[src/lsogr_pkg.sv]
// constants for the led switch override and group register bank
// assumes a decoded register port from the serial slave, one device clock
package lsogr_pkg;
  localparam int CH_N = 12;
  localparam int ADDR_W = 8;
  localparam int DATA_W = 16;
  localparam int PH_W = 4;
  localparam int GRP_N = 4;
  // ------------------------------------------------------------
  // register offsets
  // ------------------------------------------------------------
  localparam logic [7:0] OFS_FORCE_CLOSED = 8'h08;
  localparam logic [7:0] OFS_SHORT_STATUS = 8'h09;
  localparam logic [7:0] OFS_GROUP_A = 8'h0A;
  localparam logic [7:0] OFS_GROUP_B = 8'h0B;
  localparam logic [7:0] OFS_GROUP_C = 8'h0C;
  localparam logic [7:0] OFS_GROUP_D = 8'h0D;
  localparam logic [7:0] OFS_FAULT_MASK = 8'h0E;
  localparam logic [7:0] OFS_GROUP_PHASE = 8'h10;
  localparam logic [7:0] OFS_GROUP_FADE = 8'h34;
  localparam logic [7:0] OFS_DUTY_A = 8'h30;
  localparam logic [7:0] OFS_DUTY_B = 8'h31;
  localparam logic [7:0] OFS_DUTY_C = 8'h32;
  localparam logic [7:0] OFS_DUTY_D = 8'h33;
  // ------------------------------------------------------------
  // field positions and reset values
  // ------------------------------------------------------------
  localparam int PH_VAL_LSB = 0;
  localparam int PH_SEL_LSB = 4;
  localparam int FADE_SEL_LSB = 12;
  localparam logic [3:0] PH_SEL_RST = 4'h1;
  localparam logic [3:0] PH_VAL_RST = 4'h0;
  localparam logic [3:0] SEL_NONE = 4'h0;
  localparam logic [11:0] CH_RST = 12'h000;
  localparam logic [15:0] RD_ZERO = 16'h0000;
endpackage : lsogr_pkg

[src/lsogr_regs.sv]
// led switch override, short status and group membership registers
// assumes the serial slave presents decoded single-cycle read/write strobes
//
// Functional notes
// - each of 12 override bits holds its channel's bypass switch closed
// - an overridden channel has zero on-time regardless of duty or fade
// - with override bit clear the switch follows normal dimming control
// - faults are evaluated only while the switch is open
// - 12-bit short status, bit set when a shorted lamp is detected
// - reading short status returns it then clears it; writes ignored
// - group members take group phase, fade and duty writes; others not
// - group A mask at 0x0A, select code 0001 and its duty register
// - group B mask at 0x0B, select code 0010 and its duty register
// - group C mask at 0x0C, select code 0100 and its duty register
// - group D mask at 0x0D, select code 1000 and its duty register
// - group phase write copies 4-bit phase to all selected groups' channels
// - group phase write with select 0000 changes no channel's phase; the select and value are still stored
// - fault mask bit stops that channel's faults reaching the fault output
`timescale 1ns/1ps
module lsogr_regs
  import lsogr_pkg::*;
(
  input wire logic sys_clk,
  input wire logic rst_b,
  input wire logic clk_en,
  input wire logic [ADDR_W-1:0] reg_addr,
  input wire logic [DATA_W-1:0] reg_wdata,
  input wire logic reg_wr,
  input wire logic reg_rd,
  input wire logic [CH_N-1:0] dim_on,
  input wire logic [CH_N-1:0] open_evt,
  input wire logic [CH_N-1:0] short_evt,
  input wire logic [CH_N-1:0] trace_evt,
  output logic [DATA_W-1:0] reg_rdata_r,
  output logic [CH_N-1:0] switch_closed,
  output logic [CH_N-1:0] led_on,
  output logic fault_out_n_r,
  output logic [CH_N*PH_W-1:0] phase_value_r,
  output logic [CH_N-1:0] fade_load_r,
  output logic [CH_N-1:0] duty_load_r,
  output logic [DATA_W-1:0] load_data_r
);
  logic [CH_N-1:0] force_closed_bits_r;
  logic [CH_N-1:0] short_detect_bits_r;
  logic [CH_N-1:0] grp_r [GRP_N];
  logic [CH_N-1:0] fault_mask_bits_r;
  logic [3:0] phase_group_select_r;
  logic [3:0] phase_val_r;
  logic [CH_N-1:0] short_seen;
  logic [CH_N-1:0] fault_hit;
  logic [CH_N-1:0] ph_hit;
  logic [CH_N-1:0] fade_hit;
  logic [CH_N-1:0] duty_hit;
  logic [3:0] ph_sel;
  logic [3:0] fade_sel;
  logic [3:0] duty_sel;
  logic ph_wr;
  logic [DATA_W-1:0] rd_mux;

  // ------------------------------------------------------------
  // channel slices
  // ------------------------------------------------------------
  for (genvar i = 0; i < CH_N; i++) begin : g_ch
    lsogr_chan u_chan (
      .sys_clk(sys_clk),
      .rst_b(rst_b),
      .clk_en(clk_en),
      .force_closed(force_closed_bits_r[i]),
      .dim_on(dim_on[i]),
      .open_evt(open_evt[i]),
      .short_evt(short_evt[i]),
      .trace_evt(trace_evt[i]),
      .fault_mask(fault_mask_bits_r[i]),
      .switch_closed_r(switch_closed[i]),
      .led_on_r(led_on[i]),
      .short_seen(short_seen[i]),
      .fault_hit(fault_hit[i])
    );
    // a channel answers when any selected group lists it
    assign ph_hit[i] = |(ph_sel & {grp_r[3][i], grp_r[2][i], grp_r[1][i], grp_r[0][i]});
    assign fade_hit[i] = |(fade_sel & {grp_r[3][i], grp_r[2][i], grp_r[1][i], grp_r[0][i]});
    assign duty_hit[i] = |(duty_sel & {grp_r[3][i], grp_r[2][i], grp_r[1][i], grp_r[0][i]});

    always_ff @(posedge sys_clk) begin
      if (!rst_b) begin
        phase_value_r[i*PH_W +: PH_W] <= PH_VAL_RST;
      end else if (clk_en && ph_wr && ph_hit[i]) begin
        phase_value_r[i*PH_W +: PH_W] <= reg_wdata[PH_VAL_LSB +: PH_W];
      end
    end
  end

  // ------------------------------------------------------------
  // group write decode
  // ------------------------------------------------------------
  assign ph_wr = reg_wr && (reg_addr == OFS_GROUP_PHASE);
  assign ph_sel = ph_wr ? reg_wdata[PH_SEL_LSB +: 4] : SEL_NONE;
  assign fade_sel = (reg_wr && reg_addr == OFS_GROUP_FADE) ?
                    reg_wdata[FADE_SEL_LSB +: 4] : SEL_NONE;
  always_comb begin
    duty_sel = SEL_NONE;
    if (reg_wr) begin
      unique case (reg_addr)
        OFS_DUTY_A: duty_sel = 4'h1;
        OFS_DUTY_B: duty_sel = 4'h2;
        OFS_DUTY_C: duty_sel = 4'h4;
        OFS_DUTY_D: duty_sel = 4'h8;
        default: duty_sel = SEL_NONE;
      endcase
    end
  end

  always_ff @(posedge sys_clk) begin
    if (!rst_b) begin
      fade_load_r <= CH_RST;
      duty_load_r <= CH_RST;
      load_data_r <= RD_ZERO;
    end else if (clk_en) begin
      fade_load_r <= fade_hit;
      duty_load_r <= duty_hit;
      if (reg_wr) begin
        load_data_r <= reg_wdata;
      end
    end
  end

  // ------------------------------------------------------------
  // configuration registers
  // ------------------------------------------------------------
  always_ff @(posedge sys_clk) begin
    if (!rst_b) begin
      force_closed_bits_r <= CH_RST;
      fault_mask_bits_r <= CH_RST;
      phase_group_select_r <= PH_SEL_RST;
      phase_val_r <= PH_VAL_RST;
      for (int g = 0; g < GRP_N; g++) begin
        grp_r[g] <= CH_RST;
      end
    end else if (clk_en && reg_wr) begin
      // upper data bits are simply not stored
      unique case (reg_addr)
        OFS_FORCE_CLOSED: force_closed_bits_r <= reg_wdata[CH_N-1:0];
        OFS_GROUP_A: grp_r[0] <= reg_wdata[CH_N-1:0];
        OFS_GROUP_B: grp_r[1] <= reg_wdata[CH_N-1:0];
        OFS_GROUP_C: grp_r[2] <= reg_wdata[CH_N-1:0];
        OFS_GROUP_D: grp_r[3] <= reg_wdata[CH_N-1:0];
        OFS_FAULT_MASK: fault_mask_bits_r <= reg_wdata[CH_N-1:0];
        OFS_GROUP_PHASE: begin
          phase_group_select_r <= reg_wdata[PH_SEL_LSB +: 4];
          phase_val_r <= reg_wdata[PH_VAL_LSB +: 4];
        end
        default: ;
      endcase
    end
  end

  // ------------------------------------------------------------
  // short status, clear on read
  // ------------------------------------------------------------
  // a short seen in the read cycle survives the clear, so none is lost
  always_ff @(posedge sys_clk) begin
    if (!rst_b) begin
      short_detect_bits_r <= CH_RST;
    end else if (clk_en) begin
      if (reg_rd && reg_addr == OFS_SHORT_STATUS) begin
        short_detect_bits_r <= short_seen;
      end else begin
        short_detect_bits_r <= short_detect_bits_r | short_seen;
      end
    end
  end

  // ------------------------------------------------------------
  // fault output
  // ------------------------------------------------------------
  always_ff @(posedge sys_clk) begin
    if (!rst_b) begin
      fault_out_n_r <= 1'b1;
    end else if (clk_en) begin
      fault_out_n_r <= ~(|(short_detect_bits_r & ~fault_mask_bits_r) | |fault_hit);
    end
  end

  // ------------------------------------------------------------
  // read path
  // ------------------------------------------------------------
  always_comb begin
    rd_mux = RD_ZERO;
    unique case (reg_addr)
      OFS_FORCE_CLOSED: rd_mux = {4'h0, force_closed_bits_r};
      OFS_SHORT_STATUS: rd_mux = {4'h0, short_detect_bits_r};
      OFS_GROUP_A: rd_mux = {4'h0, grp_r[0]};
      OFS_GROUP_B: rd_mux = {4'h0, grp_r[1]};
      OFS_GROUP_C: rd_mux = {4'h0, grp_r[2]};
      OFS_GROUP_D: rd_mux = {4'h0, grp_r[3]};
      OFS_FAULT_MASK: rd_mux = {4'h0, fault_mask_bits_r};
      OFS_GROUP_PHASE: rd_mux = {8'h00, phase_group_select_r, phase_val_r};
      default: rd_mux = RD_ZERO;
    endcase
  end

  always_ff @(posedge sys_clk) begin
    if (!rst_b) begin
      reg_rdata_r <= RD_ZERO;
    end else if (clk_en && reg_rd) begin
      reg_rdata_r <= rd_mux;
    end
  end

  // ------------------------------------------------------------
  // checks
  // ------------------------------------------------------------
  status_clear_a: assert property (@(posedge sys_clk) disable iff (!rst_b)
    (clk_en && reg_rd && reg_addr == OFS_SHORT_STATUS && short_seen == CH_RST)
    |=> short_detect_bits_r == CH_RST)
    else $error("short status not cleared by read");
  status_return_a: assert property (@(posedge sys_clk) disable iff (!rst_b)
    (clk_en && reg_rd && reg_addr == OFS_SHORT_STATUS)
    |=> reg_rdata_r == {4'h0, $past(short_detect_bits_r)})
    else $error("short status read returned wrong value");
  status_sticky_a: assert property (@(posedge sys_clk) disable iff (!rst_b)
    (clk_en && !(reg_rd && reg_addr == OFS_SHORT_STATUS))
    |=> (short_detect_bits_r & $past(short_detect_bits_r | short_seen))
        == $past(short_detect_bits_r | short_seen))
    else $error("short status bit lost");
  phase_none_a: assert property (@(posedge sys_clk) disable iff (!rst_b)
    (ph_wr && reg_wdata[PH_SEL_LSB +: 4] == SEL_NONE) |=> $stable(phase_value_r))
    else $error("phase changed on empty group select");
  phase_copy_a: assert property (@(posedge sys_clk) disable iff (!rst_b)
    (clk_en && ph_wr && ph_hit[0]) |=> phase_value_r[3:0] == $past(reg_wdata[3:0]))
    else $error("selected channel missed group phase");
  duty_member_a: assert property (@(posedge sys_clk) disable iff (!rst_b)
    (clk_en && reg_wr && reg_addr == OFS_DUTY_A) |=> duty_load_r == $past(grp_r[0]))
    else $error("group A duty load mismatch");
  mask_read_a: assert property (@(posedge sys_clk) disable iff (!rst_b)
    (clk_en && reg_wr && reg_addr == OFS_GROUP_B)
    ##1 !reg_wr
    ##1 (clk_en && reg_rd && reg_addr == OFS_GROUP_B && !reg_wr)
    |=> reg_rdata_r == {4'h0, $past(reg_wdata[CH_N-1:0], 3)})
    else $error("membership readback wrong");
  fault_masked_a: assert property (@(posedge sys_clk) disable iff (!rst_b)
    (clk_en && fault_mask_bits_r == 12'hFFF) |=> fault_out_n_r)
    else $error("masked fault reached output");
endmodule : lsogr_regs

[src/lsogr_chan.sv]
// one channel slice: switch drive and fault qualification
// assumes dim_on comes from the channel's normal dimming engine
`timescale 1ns/1ps
module lsogr_chan
  import lsogr_pkg::*;
(
  input wire logic sys_clk,
  input wire logic rst_b,
  input wire logic clk_en,
  input wire logic force_closed,
  input wire logic dim_on,
  input wire logic open_evt,
  input wire logic short_evt,
  input wire logic trace_evt,
  input wire logic fault_mask,
  output logic switch_closed_r,
  output logic led_on_r,
  output logic short_seen,
  output logic fault_hit
);
  logic sw_open;

  // ------------------------------------------------------------
  // switch drive
  // ------------------------------------------------------------
  always_ff @(posedge sys_clk) begin
    if (!rst_b) begin
      switch_closed_r <= 1'b1;
      led_on_r <= 1'b0;
    end else if (clk_en) begin
      switch_closed_r <= force_closed | ~dim_on;
      led_on_r <= ~force_closed & dim_on;
    end
  end

  // faults only count while the switch really stands open
  assign sw_open = ~switch_closed_r & ~force_closed;
  assign short_seen = sw_open & short_evt;
  assign fault_hit = sw_open & ~fault_mask & (open_evt | short_evt | trace_evt);

  force_hold_a: assert property (@(posedge sys_clk) disable iff (!rst_b)
    (clk_en && force_closed) |=> switch_closed_r)
    else $error("forced channel switch not closed");
  zero_on_a: assert property (@(posedge sys_clk) disable iff (!rst_b)
    (clk_en && force_closed) |=> !led_on_r)
    else $error("forced channel shows on-time");
  normal_follow_a: assert property (@(posedge sys_clk) disable iff (!rst_b)
    (clk_en && !force_closed) |=> (switch_closed_r == !$past(dim_on)))
    else $error("unforced switch does not follow dimming");
  no_fault_forced_a: assert property (@(posedge sys_clk) disable iff (!rst_b)
    force_closed |-> !fault_hit && !short_seen)
    else $error("forced channel raised a fault");
endmodule : lsogr_chan

[config.mk]
export PLATFORM = sky130hd
export DESIGN_NAME = lsogr_regs
export DESIGN_NICKNAME = d
export VERILOG_FILES = /design/src/lsogr_pkg.sv /design/src/lsogr_regs.sv /design/src/lsogr_chan.sv
export SDC_FILE = /design/constraint.sdc
export NUM_CORES = 1
export LEC_CHECK = 0
export BUFFER_PORTS_ARGS = -buffer_cell sky130_fd_sc_hd__buf_2
export CAP_MARGIN = 40
export CORE_MARGIN = 1.5
export CORE_UTILIZATION = 41
export DETAILED_ROUTE_END_ITERATION = 6
export PLACE_DENSITY = 0.66
export SETUP_SLACK_MARGIN = 0.15
export SYNTH_ARGS = -nofsm -noshare
export SYNTH_HDL_FRONTEND = slang
export SYNTH_HIERARCHICAL = 1
export SYNTH_SLANG_ARGS = --single-unit
[constraint.sdc]
create_clock -name sys_clk -period 3.52 [get_ports sys_clk]
set_input_delay 0.704 -clock sys_clk [delete_from_list [all_inputs] [get_ports sys_clk]]
set_output_delay 0.704 -clock sys_clk [all_outputs]
set_load 0.1 [all_outputs]
==> results.rst <==
.. list-table::
   :header-rows: 1

   * - Metric
     - Value
   * - Cell types with the highest counts after synthesis
     - 169 x sky130_fd_sc_hd__dfxtp_1, 84 x sky130_fd_sc_hd__a21oi_1, 80 x sky130_fd_sc_hd__nand2_1
   * - WHS Path Cells
     - 2
   * - Number of antenna diodes
     - 0
   * - Combinational Power Share
     - 0.120
   * - Antenna violations before repair
     - 0
   * - # rows
     - 56
   * - Horizontal die dimension
     - 159 um
   * - Relative slew slack
     - 0.439
   * - Flop and latch count out of synthesis
     - 217
   * - Number of CTS-inserted buffers
     - 25
   * - DRC Markers
     - 0
   * - Unrepaired setup endpoints after global routing
     - false
   * - Quantity of hold-fixing buffers added after cts
     - 0
   * - Final-report hold violation count
     - 0
   * - Number of global-route vias before repair
     - 8493
   * - Final clock skew
     - 0.00883 ns
   * - Part of the total power dissipated in sequential elements
     - 0.458
   * - Drt wl/cell
     - 20.4 um
   * - Predominant post-synthesis flop cell
     - sky130_fd_sc_hd__dfxtp_1
   * - Maximum number of pins on one net before global-route repair
     - 64
   * - Data arrival, critical path
     - 2.77 ns
   * - Switching Fraction
     - 0.277
   * - Clock network power share
     - 0.421
   * - Worst Hold Margin
     - 0.457 ns
   * - Leading post-synthesis cells by cell area
     - sky130_fd_sc_hd__dfxtp_1 34%, sky130_fd_sc_hd__edfxtp_1 14%, sky130_fd_sc_hd__mux2i_1 4.6%, sky130_fd_sc_hd__and2_1 4.6%, sky130_fd_sc_hd__a21oi_1 4.2%
   * - Final weighted congestion in routability-driven placement
     - 0.920
   * - Fin util
     - 0.506
   * - Number of sinks handled by clock tree synthesis
     - 217
   * - Worst reg2reg startpoint
     - force_closed_bits_r[7]
   * - Max Cap Viol
     - 0
   * - Buffers added on ports
     - 201
   * - Final nets
     - 1299
   * - Hold Path Origin
     - load_data_r[6]
   * - Worst Tran Pin Value
     - 0.821 ns
   * - Final ANT Viol Nets
     - 0
   * - Peak ir drop on the vdd network
     - 0.279 mV
   * - Result of the run
     - complete, no violations
   * - Layout Area Growth over Synthesis
     - 20.2%
   * - Top fanout value on the critical path
     - 56
   * - Initial standard-cell utilization of the core
     - 0.421
   * - Number of enable flip-flop cells after synthesis
     - 48
   * - Clock slew at the register clock pins of the worst setup and hold paths
     - 0.06 ns
   * - Total standard cell area after synthesis
     - 9950 um^2
   * - Buffer type at the clock tree root
     - sky130_fd_sc_hd__clkbuf_16
   * - Area leader, netlist
     - sky130_fd_sc_hd__dfxtp_1
   * - Via total after detailed routing
     - 8974
   * - Share of the clock period used by the worst path
     - 0.658
   * - Area share of the largest cell type after synthesis
     - 0.340
   * - DR vias/cell
     - 5.75
   * - Warning count from the yosys run
     - 6
   * - Count of different cell masters after synthesis
     - 53
   * - Post-CTS Setup Repair Bufs
     - 0
   * - All-Layer GR Usage
     - 0.247
   * - Sum of negative setup slack
     - 0 ns
   * - Switching power
     - 1610 uW
   * - Area of the core
     - 23600 um^2
   * - Total power density per cell area
     - 485 nW/um^2
   * - Vert. Die Dim
     - 159 um
   * - Capturing element type of the critical path
     - flip-flop
   * - Required time at the endpoint of the critical path
     - 3.97 ns
   * - Highest clock frequency the design can meet
     - 0.432 GHz
   * - Proportion of synthesized chip area in sequential cells
     - 0.485
   * - Most frequent cell after synthesis
     - sky130_fd_sc_hd__dfxtp_1
   * - Remaining Overflow, GRT
     - 0
   * - Iter 0 DRT Violations
     - 868
   * - First-pass GRT wire length
     - 49.5 mm
   * - Crit Path Category
     - input pin to flip-flop
   * - Standby leakage power
     - 0.00481 uW
   * - Number of setup violations in the final report
     - 0
   * - Registers with the most flip-flops
     - grp_r x48, phase_value_r x48, load_data_r x16
   * - Die outline area
     - 25200 um^2
   * - Number of cells produced by synthesis
     - 1053
   * - Total length of routed wires
     - 31.8 mm
   * - Clock tree from TritonCTS
     - built
   * - Class of the worst hold path
     - flip-flop to flip-flop
   * - Fraction of final layout cells with drive strength greater than 1
     - 0.236
   * - Number of levels in the clock H-tree
     - 1
   * - Total internal power
     - 4200 uW
   * - Clk Latency, worst-skew pair
     - 0.52 ns
   * - Time the worst path needs with I/O delays and setup
     - 2.32 ns
   * - Synthesized area divided by synthesized cell count
     - 9.45 um^2
   * - Number of buffers on the longest clock path
     - 3
   * - Capture endpoint of the worst hold path
     - load_data_r[6]
   * - Number of ports placed on the die boundary
     - 206
   * - First-pass DRT Iterations
     - 6
   * - Async set-reset flop share out of synthesis
     - 0
   * - Final HPWL from detailed placement
     - 22.2 mm
   * - Register-to-register setup slack
     - 1.26 ns
   * - Max-slew violation count
     - 0
   * - Type of origin of the critical path
     - input pin
   * - Critical register-to-register path endpoint
     - fault_out_n_r
   * - CTS resizes
     - 0
   * - Depth of the most critical reg-to-reg path
     - 5
## routing by layer
metal	track usage	share of wire
met1	0.337	0.42
met2	0.397	0.46
met3	0.0397	0.085
met4	0.0892	0.035
met5	0	0
## cells in the final DEF (no fill, tap or decap), types with 9 or more instances in the layout
master                      netlist  layout
sky130_fd_sc_hd__o21ai_1         32      32
sky130_fd_sc_hd__inv_1           23      22
sky130_fd_sc_hd__o22ai_1         16      16
sky130_fd_sc_hd__clkbuf_16        0      25
sky130_fd_sc_hd__buf_2           11     201
sky130_fd_sc_hd__o21a_1          13      13
sky130_fd_sc_hd__nand2b_1        21      21
sky130_fd_sc_hd__mux2i_1         46      46
sky130_fd_sc_hd__a21oi_1         84      84
sky130_fd_sc_hd__mux4_2          11      11
sky130_fd_sc_hd__nor3_1          18      18
sky130_fd_sc_hd__a22o_1          13      13
sky130_fd_sc_hd__mux2_2           9       9
sky130_fd_sc_hd__a221oi_1        13      13
sky130_fd_sc_hd__buf_4            9      22
sky130_fd_sc_hd__nand3_1         52      52
sky130_fd_sc_hd__nor3b_1         12      12
sky130_fd_sc_hd__and3b_1         12      12
sky130_fd_sc_hd__o21ai_0         44      44
sky130_fd_sc_hd__nand2_1         80      80
sky130_fd_sc_hd__o2111ai_1       11      11
sky130_fd_sc_hd__dfxtp_1        169     169
sky130_fd_sc_hd__and2b_1         12      12
sky130_fd_sc_hd__edfxtp_1        48      48
sky130_fd_sc_hd__and2_1          73      73
sky130_fd_sc_hd__nor2_1          56      56
sky130_fd_sc_hd__nor4_1          14      13
sky130_fd_sc_hd__a22oi_1         43      43
## kinds of logic after synthesis
| kind of cell | count (synthesis) | synth area share |
|---|---|---|
| mux | 66 | 0.0814 |
| flops | 217 | 0.485 |
| simple gates | 372 | 0.202 |
| compound gates | 288 | 0.182 |
| buf+inv | 109 | 0.0497 |
| other cells | 1 | 0.000377 |
## critical path: stages
cell	delay, ns
sky130_fd_sc_hd__buf_2	0.48
sky130_fd_sc_hd__nand2_1	0.14
sky130_fd_sc_hd__buf_4	0.25
sky130_fd_sc_hd__nor4_2	0.27
sky130_fd_sc_hd__buf_4	0.52
sky130_fd_sc_hd__nand3_1	0.16
sky130_fd_sc_hd__a21oi_1	0.16
## cell type report
cell class / instances / area, um^2
Multi-Input combinational cell: 730 / 4640
Fill cell: 2254 / 11700
Clock inverter: 15 / 85.1
Clock buffer: 31 / 698
Inverter: 23 / 87.6
Sequential cell: 217 / 4820
Tap cell: 319 / 399
Timing Repair Buffer: 225 / 1220
## power groups by stage
stage | Clock [uW] | Combinational [uW] | Sequential [uW]
global placement | 0 | 683 | 2710
detailed placement | 0 | 691 | 2710
finish | 2450 | 698 | 2660
CTS | 2480 | 693 | 2660
floorplan | 0 | 310 | 2870
global route | 2590 | 740 | 2670
## per-stage QoR
stage / cell area [um^2] / power [uW] / instances / worst slack (ns)
after floorplan: 9960 / 3180 / 1056 / 0.771
after global placement: 11100 / 3390 / 1512 / 0.758
after detailed placement: 11200 / 3400 / 1514 / 0.710
after CTS: 12000 / 5830 / 1560 / 1.25
after global routing: 12000 / 6000 / 1560 / 0.971
final: 12000 / 5800 / 1560 / 1.20
## worst max path at each step
stage / end / slack (ns) / startpoint
3_3_place_gp: phase_value_r[22] / 0.76 / clk_en
3_5_place_dp: phase_value_r[29] / 0.71 / clk_en
4_1_cts: phase_value_r[27] / 1.25 / clk_en
2_1_floorplan: grp_r[0][0] / 0.77 / reg_addr[2]
6_report: phase_value_r[7] / 1.20 / clk_en
5_1_grt: phase_value_r[17] / 0.97 / clk_en
Power figures use the tool's default switching activity.
